## config.mk

```make
export PLATFORM = sky130hd
export DESIGN_NAME = edc_top
export DESIGN_NICKNAME = d
export VERILOG_FILES = /design/src/edc_unit.sv /design/src/edc_top.sv
export SDC_FILE = /design/constraint.sdc
export NUM_CORES = 1
export LEC_CHECK = 0
export BUFFER_PORTS_ARGS = -buffer_cell sky130_fd_sc_hd__buf_2
export CAP_MARGIN = 30
export CORE_MARGIN = 2
export CORE_UTILIZATION = 46
export CTS_CLUSTER_SIZE = 14
export DETAILED_ROUTE_END_ITERATION = 6
export PLACE_DENSITY = 0.71
export SLEW_MARGIN = 20
export SYNTH_ARGS = -nofsm -noshare
export SYNTH_HDL_FRONTEND = slang
export SYNTH_HIERARCHICAL = 1
export SYNTH_SLANG_ARGS = --single-unit
```

## constraint.sdc

```tcl
create_clock -name CORE_CLK_I -period 14.1 [get_ports CORE_CLK_I]
set_input_delay 1.41 -clock CORE_CLK_I [delete_from_list [all_inputs] [get_ports CORE_CLK_I]]
set_output_delay 1.41 -clock CORE_CLK_I [all_outputs]
set_load 0.01 [all_outputs]
```

## src/edc_unit.sv

```systemverilog
/*
 * Shared constants and types, and one counter unit of the event driven up/down counter.
 * Assumes one core clock, an asynchronous active-high reset, a clock enable, and a
 * one-cycle counting tick and event levels already made in the core clock domain.
 */
package edc_pkg;
   localparam int unsigned CLK_NS = 40;
   localparam logic [7:0] OFS_SLOT0 = 8'h00;
   localparam logic [7:0] OFS_SLOT1 = 8'h04;
   localparam logic [7:0] OFS_GH0 = 8'h08;
   localparam logic [7:0] OFS_GH1 = 8'h0C;
   localparam logic [7:0] OFS_CTRL = 8'h10;
   localparam logic [7:0] OFS_STEP = 8'h14;
   localparam logic [7:0] OFS_PRE0 = 8'h18;
   localparam logic [7:0] OFS_PRE1 = 8'h1C;
   localparam logic [7:0] OFS_CNT0 = 8'h20;
   localparam logic [7:0] OFS_CNT1 = 8'h24;
   localparam logic [7:0] OFS_CAP0 = 8'h28;
   localparam logic [7:0] OFS_CAP1 = 8'h2C;
   localparam logic [7:0] OFS_STAT = 8'h30;
   localparam int CTL_EN = 0;
   localparam int CTL_LIN = 1;
   localparam int CTL_ADD = 2;
   localparam int CTL_SEL = 3;
   localparam int CTL_RISE = 6;
   localparam int CTL_FALL = 7;
   localparam logic [7:0] CTRL_RST = 8'h03;
   localparam int GH_GO = 0;
   localparam int GH_HALT = 1;
   localparam logic [15:0] SLOT_MIN = 16'h03E8;
   localparam logic [15:0] SLOT_MAX = 16'h044B;
   localparam logic [15:0] SLOT_RST = 16'h0000;
   localparam int unsigned T_SEL0_NS = 25;
   localparam int unsigned T_SEL1_NS = 50;
   localparam int unsigned T_SEL2_NS = 100;
   localparam int unsigned T_SEL3_NS = 1000;
   localparam int unsigned T_SEL4_NS = 10000;
   localparam int unsigned T_SEL5_NS = 100000;
   localparam int unsigned T_SEL6_NS = 1000000;

   function automatic int unsigned edc_cyc(input int unsigned ns);
      return (ns / CLK_NS == 0) ? 1 : ns / CLK_NS;
   endfunction : edc_cyc

   localparam int unsigned CYC_SEL0 = edc_cyc(T_SEL0_NS);
   localparam int unsigned CYC_SEL1 = edc_cyc(T_SEL1_NS);
   localparam int unsigned CYC_SEL2 = edc_cyc(T_SEL2_NS);
   localparam int unsigned CYC_SEL3 = edc_cyc(T_SEL3_NS);
   localparam int unsigned CYC_SEL4 = edc_cyc(T_SEL4_NS);
   localparam int unsigned CYC_SEL5 = edc_cyc(T_SEL5_NS);
   localparam int unsigned CYC_SEL6 = edc_cyc(T_SEL6_NS);

   typedef enum logic [1:0] {ST_IDLE = 2'b00, ST_RUN = 2'b01} edc_run_t;
   typedef struct packed {logic en; logic ring; logic add; logic [31:0] step; logic [31:0] preset;} edc_cfg_t;
   typedef struct packed {logic load; logic halt; logic go; logic inc; logic dec; logic capt;} edc_ev_t;
   typedef struct packed {logic ovf; logic unf; logic run; logic pend;} edc_stat_t;
endpackage : edc_pkg

module edc_unit #(
   parameter int W = 16
) (
   input wire logic clk_i,
   input wire logic rst_i,
   input wire logic ce_i,
   input wire logic tick_i,
   input wire edc_pkg::edc_cfg_t cfg_i,
   input wire edc_pkg::edc_ev_t ev_i,
   input wire logic clr_ovf_i,
   input wire logic clr_unf_i,
   output logic [W-1:0] cnt_o,
   output logic [W-1:0] capt_o,
   output edc_pkg::edc_stat_t stat_o
);
   import edc_pkg::*;

   typedef struct packed {logic [W-1:0] cnt; logic [W-1:0] capt; edc_run_t run; logic pend; logic ovf; logic unf;} edc_ust_t;
   edc_ust_t s_r, s_nxt;
   logic [W-1:0] step;
   logic [W:0] up, dn;
   logic ring, act, do_up, do_dn;

   always_comb begin
      s_nxt = s_r;
      step = cfg_i.add ? cfg_i.step[W-1:0] : W'(1);
      up = {1'b0, s_r.cnt} + {1'b0, step};
      dn = {1'b0, s_r.cnt} - {1'b0, step};
      ring = (W != 32) || cfg_i.ring;
      act = tick_i && cfg_i.en;
      do_up = 1'b0;
      do_dn = 1'b0;
      if (clr_ovf_i) begin
         s_nxt.ovf = 1'b0;
      end
      if (clr_unf_i) begin
         s_nxt.unf = 1'b0;
      end
      if (ev_i.capt) begin
         s_nxt.capt = s_r.cnt;
      end
      if (act) begin
         if (ev_i.load) begin
            s_nxt.cnt = cfg_i.preset[W-1:0];
            s_nxt.pend = s_r.pend | ev_i.go;
         end else if (ev_i.halt) begin
            s_nxt.run = ST_IDLE;
            s_nxt.pend = ev_i.go;
         end else if (ev_i.go || s_r.pend) begin
            s_nxt.run = ST_RUN;
            s_nxt.pend = 1'b0;
            do_up = 1'b1;
         end else if (ev_i.inc) begin
            do_up = 1'b1;
         end else if (ev_i.dec) begin
            do_dn = 1'b1;
         end else begin
            case (s_r.run)
               ST_RUN: do_up = 1'b1;
               default: do_up = 1'b0;
            endcase
         end
      end
      if (do_up) begin
         s_nxt.cnt = (up[W] && !ring) ? {W{1'b1}} : up[W-1:0];
         if (up[W] && W == 32) begin
            s_nxt.ovf = 1'b1;
         end
      end
      if (do_dn) begin
         s_nxt.cnt = (dn[W] && !ring) ? {W{1'b0}} : dn[W-1:0];
         if (dn[W] && W == 32) begin
            s_nxt.unf = 1'b1;
         end
      end
   end

   always_ff @(posedge clk_i or posedge rst_i) begin
      if (rst_i) begin
         s_r <= '{cnt: '0, capt: '0, run: ST_IDLE, pend: 1'b0, ovf: 1'b0, unf: 1'b0};
      end else if (ce_i) begin
         s_r <= s_nxt;
      end
   end

   assign cnt_o = s_r.cnt;
   assign capt_o = s_r.capt;
   assign stat_o = '{ovf: s_r.ovf, unf: s_r.unf, run: (s_r.run == ST_RUN), pend: s_r.pend};

   AST_LOAD_FIRST: assert property (@(posedge clk_i) disable iff (rst_i)
      ce_i && act && ev_i.load |=> s_r.cnt == $past(cfg_i.preset[W-1:0])) else $error("preset not loaded");
   AST_GO_HELD: assert property (@(posedge clk_i) disable iff (rst_i)
      ce_i && act && ev_i.load && ev_i.go |=> s_r.pend) else $error("go lost under preset");
   AST_HALT_HOLD: assert property (@(posedge clk_i) disable iff (rst_i)
      ce_i && s_r.run == ST_IDLE && !s_r.pend && !ev_i.load && !ev_i.go && !ev_i.inc && !ev_i.dec
      |=> s_r.cnt == $past(s_r.cnt)) else $error("count moved while halted");
   AST_INC_STEP: assert property (@(posedge clk_i) disable iff (rst_i)
      ce_i && act && ev_i.inc && !ev_i.load && !ev_i.halt && !ev_i.go && !s_r.pend && !up[W]
      |=> s_r.cnt == $past(up[W-1:0])) else $error("increment wrong");
   AST_DEC_STEP: assert property (@(posedge clk_i) disable iff (rst_i)
      ce_i && act && ev_i.dec && !ev_i.inc && !ev_i.load && !ev_i.halt && !ev_i.go && !s_r.pend
      && s_r.run == ST_IDLE && !dn[W] |=> s_r.cnt == $past(dn[W-1:0])) else $error("decrement wrong");
   AST_CAPT_COPY: assert property (@(posedge clk_i) disable iff (rst_i)
      ce_i && ev_i.capt |=> s_r.capt == $past(s_r.cnt)) else $error("capture wrong");
   AST_OVF_SET: assert property (@(posedge clk_i) disable iff (rst_i)
      ce_i && do_up && up[W] && W == 32 |=> s_r.ovf) else $error("overflow not flagged");
   AST_UNF_SET: assert property (@(posedge clk_i) disable iff (rst_i)
      ce_i && do_dn && dn[W] && W == 32 |=> s_r.unf) else $error("underflow not flagged");
   COV_LOAD_GO: cover property (@(posedge clk_i) disable iff (rst_i) ce_i && act && ev_i.load && ev_i.go);
   COV_OVF: cover property (@(posedge clk_i) disable iff (rst_i) ce_i && do_up && up[W]);
endmodule : edc_unit

```

## src/edc_top.sv

```systemverilog
/*
 * Event driven up/down counter: register port, counting clock divider, input synchronisers,
 * latch event detectors and one or two counter units.
 * Assumes event and latch pins are asynchronous to CORE_CLK_I; the register master
 * is on CORE_CLK_I and never needs to wait.
 */
// Operation
// - latch output 0 feeds capture of unit 0, output 1 feeds unit 1 only.
// - 16-bit build has two counter units, 32-bit build has one.
// - terminal inputs are evaluated and count updated once per counting tick; capture inputs act on every core cycle.
// - 32-bit unit offers ring or linear mode; 16-bit unit is always ring.
// - 32-bit unit flags overflow and underflow.
// - while running, count rises by one or by step each tick.
// - with addition mode on, increments and decrements use the step value.
// - increment event adds step, or one when addition mode is off.
// - decrement event subtracts step, or one when addition mode is off.
// - each terminal with several sources uses the OR of them.
// - accepted load replaces count with the preset value.
// - capture strobe copies current count into the capture register.
// - capture from a plain event input happens on its rising edge.
// - software slot accepts word 1000 to 1099; writing it changes terminal state.
// - software word bit 0 requests go, bit 1 halt; other bits zero.
// - level terminals sampled each tick, so a steady high repeats events.
// - only highest priority acts: load, halt, go, increment, decrement.
// - losing go is held; load with go loads first, counts next tick.
// - each latch detector output is a single 0 or 1 bit.
// - edge detector drives its output high for exactly one cycle per edge.
// - counting clock period is selectable; fastest setting counts pulses correctly.
module edc_top #(
   parameter bit WIDE = 1'b0,
   parameter int SRC = 2,
   parameter int unsigned MS_CYC = edc_pkg::CYC_SEL6
) (
   input wire logic CORE_CLK_I,
   input wire logic RST_I,
   input wire logic CE_I,
   input wire logic [7:0] ADDR_I,
   input wire logic [31:0] WDATA_I,
   input wire logic WR_I,
   input wire logic RD_I,
   input wire logic [2*SRC-1:0] GO_I,
   input wire logic [2*SRC-1:0] HALT_I,
   input wire logic [2*SRC-1:0] INC_I,
   input wire logic [2*SRC-1:0] DEC_I,
   input wire logic [2*SRC-1:0] LOAD_I,
   input wire logic [1:0] CAPT_EV_I,
   input wire logic [1:0] LATCH_IN_I,
   output logic [31:0] RD_DATA_O,
   output logic [1:0] CAPT_PULSE_O
);
   import edc_pkg::*;

   localparam int NU = WIDE ? 1 : 2;
   localparam int UW = WIDE ? 32 : 16;
   localparam int NI = 10 * SRC + 4;

   typedef struct packed {
      logic [15:0] slot0;
      logic [15:0] slot1;
      logic [1:0] gh0;
      logic [1:0] gh1;
      logic [7:0] ctrl;
      logic [31:0] step;
      logic [31:0] pre0;
      logic [31:0] pre1;
      logic [NI-1:0] sy1;
      logic [NI-1:0] sy2;
      logic [1:0] lat_prev;
      logic [1:0] cev_prev;
      logic [1:0] det;
      logic [15:0] div;
      logic tick;
      logic [31:0] rdata;
   } edc_tst_t;

   edc_tst_t s_r, s_nxt;
   logic [NI-1:0] pins;
   logic [2*SRC-1:0] go_s, halt_s, inc_s, dec_s, load_s;
   logic [1:0] cev_s, lat_s, cap_stb, sw_go, sw_halt, clr_ovf, clr_unf;
   logic [31:0] cnt_w [2];
   logic [31:0] cap_w [2];
   edc_stat_t st_w [2];
   edc_cfg_t cfg_w [2];
   edc_ev_t ev_w [2];
   logic wr_stat;

   function automatic logic slot_ok(input logic [15:0] v);
      return (v >= SLOT_MIN) && (v <= SLOT_MAX);
   endfunction : slot_ok

   function automatic logic [15:0] sel_reload(input logic [2:0] sel);
      case (sel)
         3'h1: return 16'(CYC_SEL1 - 1);
         3'h2: return 16'(CYC_SEL2 - 1);
         3'h3: return 16'(CYC_SEL3 - 1);
         3'h4: return 16'(CYC_SEL4 - 1);
         3'h5: return 16'(CYC_SEL5 - 1);
         3'h6: return 16'(MS_CYC - 1);
         default: return 16'(CYC_SEL0 - 1);
      endcase
   endfunction : sel_reload

   assign pins = {LATCH_IN_I, CAPT_EV_I, LOAD_I, DEC_I, INC_I, HALT_I, GO_I};
   assign {lat_s, cev_s, load_s, dec_s, inc_s, halt_s, go_s} = s_r.sy2;
   assign wr_stat = WR_I && ADDR_I == OFS_STAT;

   always_comb begin
      sw_go[0] = slot_ok(s_r.slot0) && s_r.gh0[GH_GO];
      sw_go[1] = slot_ok(s_r.slot1) && s_r.gh1[GH_GO];
      sw_halt[0] = slot_ok(s_r.slot0) && s_r.gh0[GH_HALT];
      sw_halt[1] = slot_ok(s_r.slot1) && s_r.gh1[GH_HALT];
      for (int i = 0; i < 2; i++) begin
         cap_stb[i] = s_r.det[i] | (cev_s[i] & ~s_r.cev_prev[i]);
         clr_ovf[i] = wr_stat && WDATA_I[4*i];
         clr_unf[i] = wr_stat && WDATA_I[4*i+1];
         cfg_w[i].en = s_r.ctrl[CTL_EN];
         cfg_w[i].ring = ~s_r.ctrl[CTL_LIN];
         cfg_w[i].add = s_r.ctrl[CTL_ADD];
         cfg_w[i].step = s_r.step;
         cfg_w[i].preset = (i == 0) ? s_r.pre0 : s_r.pre1;
         ev_w[i].load = |load_s[i*SRC +: SRC];
         ev_w[i].halt = (|halt_s[i*SRC +: SRC]) | sw_halt[i];
         ev_w[i].go = (|go_s[i*SRC +: SRC]) | sw_go[i];
         ev_w[i].inc = |inc_s[i*SRC +: SRC];
         ev_w[i].dec = |dec_s[i*SRC +: SRC];
         ev_w[i].capt = cap_stb[i];
      end
   end

   always_comb begin
      s_nxt = s_r;
      s_nxt.sy1 = pins;
      s_nxt.sy2 = s_r.sy1;
      s_nxt.lat_prev = lat_s;
      s_nxt.cev_prev = cev_s;
      for (int i = 0; i < 2; i++) begin
         s_nxt.det[i] = (s_r.ctrl[CTL_RISE] & lat_s[i] & ~s_r.lat_prev[i])
            | (s_r.ctrl[CTL_FALL] & ~lat_s[i] & s_r.lat_prev[i]);
      end
      if (s_r.div == 16'h0000) begin
         s_nxt.div = sel_reload(s_r.ctrl[CTL_SEL +: 3]);
         s_nxt.tick = 1'b1;
      end else begin
         s_nxt.div = s_r.div - 16'h0001;
         s_nxt.tick = 1'b0;
      end
      if (WR_I) begin
         case (ADDR_I)
            OFS_SLOT0: s_nxt.slot0 = WDATA_I[15:0];
            OFS_SLOT1: s_nxt.slot1 = WDATA_I[15:0];
            OFS_GH0: s_nxt.gh0 = WDATA_I[1:0];
            OFS_GH1: s_nxt.gh1 = WDATA_I[1:0];
            OFS_CTRL: s_nxt.ctrl = WDATA_I[7:0];
            OFS_STEP: s_nxt.step = WIDE ? WDATA_I : {16'h0000, WDATA_I[15:0]};
            OFS_PRE0: s_nxt.pre0 = WDATA_I;
            OFS_PRE1: s_nxt.pre1 = WDATA_I;
            default: s_nxt.slot0 = s_r.slot0;
         endcase
      end
      s_nxt.rdata = 32'h0000_0000;
      if (RD_I) begin
         case (ADDR_I)
            OFS_SLOT0: s_nxt.rdata = {16'h0000, s_r.slot0};
            OFS_SLOT1: s_nxt.rdata = {16'h0000, s_r.slot1};
            OFS_GH0: s_nxt.rdata = {30'h0000_0000, s_r.gh0};
            OFS_GH1: s_nxt.rdata = {30'h0000_0000, s_r.gh1};
            OFS_CTRL: s_nxt.rdata = {24'h00_0000, s_r.ctrl};
            OFS_STEP: s_nxt.rdata = s_r.step;
            OFS_PRE0: s_nxt.rdata = s_r.pre0;
            OFS_PRE1: s_nxt.rdata = s_r.pre1;
            OFS_CNT0: s_nxt.rdata = cnt_w[0];
            OFS_CNT1: s_nxt.rdata = cnt_w[1];
            OFS_CAP0: s_nxt.rdata = cap_w[0];
            OFS_CAP1: s_nxt.rdata = cap_w[1];
            OFS_STAT: s_nxt.rdata = {24'h00_0000, st_w[1], st_w[0]};
            default: s_nxt.rdata = 32'h0000_0000;
         endcase
      end
   end

   always_ff @(posedge CORE_CLK_I or posedge RST_I) begin
      if (RST_I) begin
         s_r <= '{slot0: SLOT_RST, slot1: SLOT_RST, gh0: 2'h0, gh1: 2'h0, ctrl: CTRL_RST,
                  step: 32'h0000_0000, pre0: 32'h0000_0000, pre1: 32'h0000_0000,
                  sy1: '0, sy2: '0, lat_prev: 2'h0, cev_prev: 2'h0, det: 2'h0,
                  div: 16'h0000, tick: 1'b0, rdata: 32'h0000_0000};
      end else if (CE_I) begin
         s_r <= s_nxt;
      end
   end

   genvar g;
   generate
      for (g = 0; g < 2; g++) begin : gen_unit
         if (g < NU) begin : gen_on
            logic [UW-1:0] cnt_u, cap_u;
            edc_unit #(.W(UW)) u_cnt (
               .clk_i(CORE_CLK_I),
               .rst_i(RST_I),
               .ce_i(CE_I),
               .tick_i(s_r.tick),
               .cfg_i(cfg_w[g]),
               .ev_i(ev_w[g]),
               .clr_ovf_i(clr_ovf[g]),
               .clr_unf_i(clr_unf[g]),
               .cnt_o(cnt_u),
               .capt_o(cap_u),
               .stat_o(st_w[g])
            );
            assign cnt_w[g] = 32'(cnt_u);
            assign cap_w[g] = 32'(cap_u);
         end else begin : gen_off
            assign cnt_w[g] = 32'h0000_0000;
            assign cap_w[g] = 32'h0000_0000;
            assign st_w[g] = '0;
         end
      end
   endgenerate

   assign RD_DATA_O = s_r.rdata;
   assign CAPT_PULSE_O = s_r.det;

   AST_DET_PULSE: assert property (@(posedge CORE_CLK_I) disable iff (RST_I)
      CE_I && s_r.ctrl[CTL_RISE] && !s_r.ctrl[CTL_FALL] && CAPT_PULSE_O[0]
      ##1 CE_I && !s_r.ctrl[CTL_FALL] |-> !CAPT_PULSE_O[0]) else $error("rise pulse longer than one cycle");
   AST_CAPT_LINK: assert property (@(posedge CORE_CLK_I) disable iff (RST_I)
      s_r.det[1] |-> ev_w[1].capt && (s_r.det[0] == ev_w[0].capt || cev_s[0])) else $error("latch link wrong");
   AST_SLOT_GATE: assert property (@(posedge CORE_CLK_I) disable iff (RST_I)
      !slot_ok(s_r.slot0) |-> !sw_go[0] && !sw_halt[0]) else $error("software word acts without valid slot");
   AST_RD_ONE: assert property (@(posedge CORE_CLK_I) disable iff (RST_I)
      CE_I && !RD_I |=> RD_DATA_O == 32'h0000_0000) else $error("read data outside read answer");
   AST_TICK_FAST: assert property (@(posedge CORE_CLK_I) disable iff (RST_I)
      CE_I && s_r.ctrl[CTL_SEL +: 3] == 3'h0 && $stable(s_r.ctrl) && s_r.div == 16'h0000 |=> s_r.tick)
      else $error("fastest clock setting does not tick every cycle");
   COV_CAPT: cover property (@(posedge CORE_CLK_I) disable iff (RST_I) CE_I && cap_stb[0]);
   COV_SW_HALT: cover property (@(posedge CORE_CLK_I) disable iff (RST_I) CE_I && sw_halt[0] && s_r.tick);
endmodule : edc_top

```

==> impl_metrics.py <==
metrics = {
    "die": {
        "die-area_um2": 40600,
        "fp-row-count": 72,
        "io_pins": 103,
        "die_w_um": 201,
        "initial_core_util_pct": 46.5,
        "core_um2": 38600,
        "die_h_um": 201,
    },
    "global_routing": {
        "grt_overflow": 0,
        "antenna_found_initial": 2,
        "first_global_vias": 14000,
        "grt_usage_pct": 25.3,
        "grt_pass1_wl_mm": 81.8,
        "grt_max_degree": 94,
    },
    "drt": {
        "routedWlPerCell_um": 22.8,
        "route.detailed.drc": 0,
        "first_pass_iters": 6,
        "top_layer": "met5",
        "drt_iter0_markers": 1319,
        "ant_nets": 0,
        "dr_wl_met2_mm": 23.0,
        "wl_met1_mm": 22.3,
        "dr_wl_met3_mm": 4.25,
        "routed_wl_mm": 51.6,
        "routed_via_density": 6.14,
        "via_count": 13900,
    },
    "critical_path": {
        "cpPeakStageDelay_ps": 730,
        "critPathKind": "in2reg",
        "crit_family": "simple AND/OR/NAND/NOR gates",
        "worstPathRequired_ps": 14560,
        "r2r_start": "s_r[222]",
        "cp.buffers_inverters": 2,
        "worstReg2RegEnd": "gen_unit[1].gen_on.u_cnt/cnt_o[14]",
        "r2r_slack_ps": 10550,
        "crit_arrival_ps": 4160,
        "crit_path_top_delay_cell": "nand2_1",
        "critPathMaxFanout": 35,
        "start_kind": "input pin",
        "r2r_cells": 10,
        "end_kind": "flop",
        "path_cells": "buf_2 -> nor4b_2 -> nand2_1 -> buf_4 -> mux2_2",
    },
    "hold_path": {
        "min_path_type": "reg2reg",
        "worstHoldEndpoint": "RD_DATA_O[30]",
        "holdCritStartpoint": "RD_DATA_O[30]",
        "holdPathStages": 1,
    },
    "clocking": {
        "ctsLongestPathBuffers": 3,
        "h-tree-depth": 1,
        "cts_inserted_buffers": 30,
        "hold_buffers": 0,
        "clk_pin_slew_ps": 60,
        "cts_sinks": 295,
        "post_cts_buffers": 0,
        "root_buffer": "clkbuf_16",
        "ctsResizeCount": 0,
        "insertion_delay_ps": 580,
        "cts_tree": "done",
    },
    "power_and_ir_drop": {
        "seqPwrFrac_pct": 46.8,
        "leakagePower_nw": 9.17,
        "pwr-share-comb_pct": 9.6,
        "p_sw_w": 0.000496,
        "p_sw_share_pct": 24.9,
        "clkPwrFrac_pct": 43.6,
        "p_per_area_nw_per_um2": 102,
        "irDropWorstVdd_uv": 109,
        "intPower_w": 0.00150,
    },
    "placement": {
        "dp_hpwl_mm": 37.5,
        "port_buffers": 102,
        "place_area_um2": 18400,
        "gp_congestion": 0.923,
    },
    "sta": {
        "tightest_slew_ps": 1030,
        "timing.fmax_mhz": 270,
        "finalSetupViolations": 0,
        "timing.slew.headroom_pct": 31.0,
        "hold_viol_final": 0,
        "rsz0062_at_grt": "no",
        "period_minus_slack_ps": 3700,
        "fin_crit_sh_pct": 26.2,
        "tns_ps": 0,
        "skew_ps": 35.9,
        "slew_viol_final": 0,
    },
    "cells_and_area": {
        "area_growth_syn_to_layout_pct": 9.24,
        "nets": 1869,
        "layout-drive-gt1-share_pct": 25.2,
        "fin_area_um2": 19600,
        "post-route-util_pct": 50.8,
        "diodes": 0,
    },
    "status": {
        "outcome": "complete, no violations",
    },
    "synth": {
        "syn-cell-area_um2": 17900,
        "syn_inst": 1695,
        "syn_area_per_cell_um2": 10.6,
        "synth_warnings": 6,
    },
    "flow_run": {
        "drv_cap": 0,
    },
}
-- metal layers --
metal | vias to the layer above | global-route usage (%)
met1 | 6956 | 35.5
met2 | 590 | 39.5
met3 | 98 | 4.60
met4 | 2 | 9.03
li1 | 6252 | -
met5 | - | 0
-- how the worst max path moves through the flow --
stage,start,end,slack (ps),cells after the start
final,ADDR_I[3],cfg_w[95],10400,5
after floorplan,RST_I,CAPT_PULSE_O[0],6470,1
after global placement,ADDR_I[3],cfg_w[94],10000,5
after global routing,ADDR_I[3],cfg_w[95],10330,5
after CTS,ADDR_I[3],cfg_w[95],10510,5
after detailed placement,ADDR_I[3],cfg_w[95],9910,5
-- layout make-up --
type	instances	area [um^2]
fillers	3486	19000
multi-input cells	1210	9480
flip-flops and latches	295	7380
clock buffers	40	878
repair buffers	122	711
well taps	518	648
inverters	67	259
clock inverters	13	215
-- state kept, by name (all words and copies together) (netlist names) --
register	flops
CAPT_PULSE_O	2
RD_DATA_O	32
cev_s	2
cfg_w	82
dec_s	4
gen_unit.gen_on.u_cnt/capt_o	32
gen_unit.gen_on.u_cnt/cnt_o	32
gen_unit.gen_on.u_cnt/s_r	2
gen_unit.gen_on.u_cnt/stat_o	2
go_s	4
halt_s	4
inc_s	4
lat_s	2
load_s	4
s_nxt	24
s_r	63
-- cell usage in the layout (no fill, tap or decap), types with 18 or more instances in the layout --
cell type and count:
mux2i_1 40, nor2b_1 19, buf_4 18, mux2_2 189, dfrtp_1 293, a22oi_1 39
o2bb2ai_1 33, clkbuf_16 30, mux2_1 29, nand3_1 25, nor2_1 104, ha_1 70
inv_1 66, a211oi_1 18, a31oi_1 20, a21oi_1 74, nand2_1 126, o21ai_0 63
xor2_1 19, buf_2 101, nor3_1 22
-- power by group through the flow --
| stage | Combinational, W | Sequential (W) | Clock (W) |
|---|---|---|---|
| finish | 0.000191 | 0.000934 | 0.000870 |
| global route | 0.000209 | 0.000940 | 0.000915 |
| global placement | 0.000181 | 0.000945 | 0 |
| floorplan | 0.000138 | 0.000934 | 0 |
| CTS | 0.000187 | 0.000933 | 0.000878 |
| detailed placement | 0.000187 | 0.000949 | 0 |
-- through the flow --
stage          hold slack (ps)  cells  total power, W  setup slack, ps
6_report                   491   2265         0.00199            10400
5_1_grt                    505   2265         0.00206            10330
4_1_cts                    490   2260         0.00200            10510
3_5_place_dp               471   2207         0.00114             9910
3_3_place_gp               467   2206         0.00113            10000
2_1_floorplan              449   1697         0.00107             6470
Note: power is estimated with default switching activity, not from simulation.
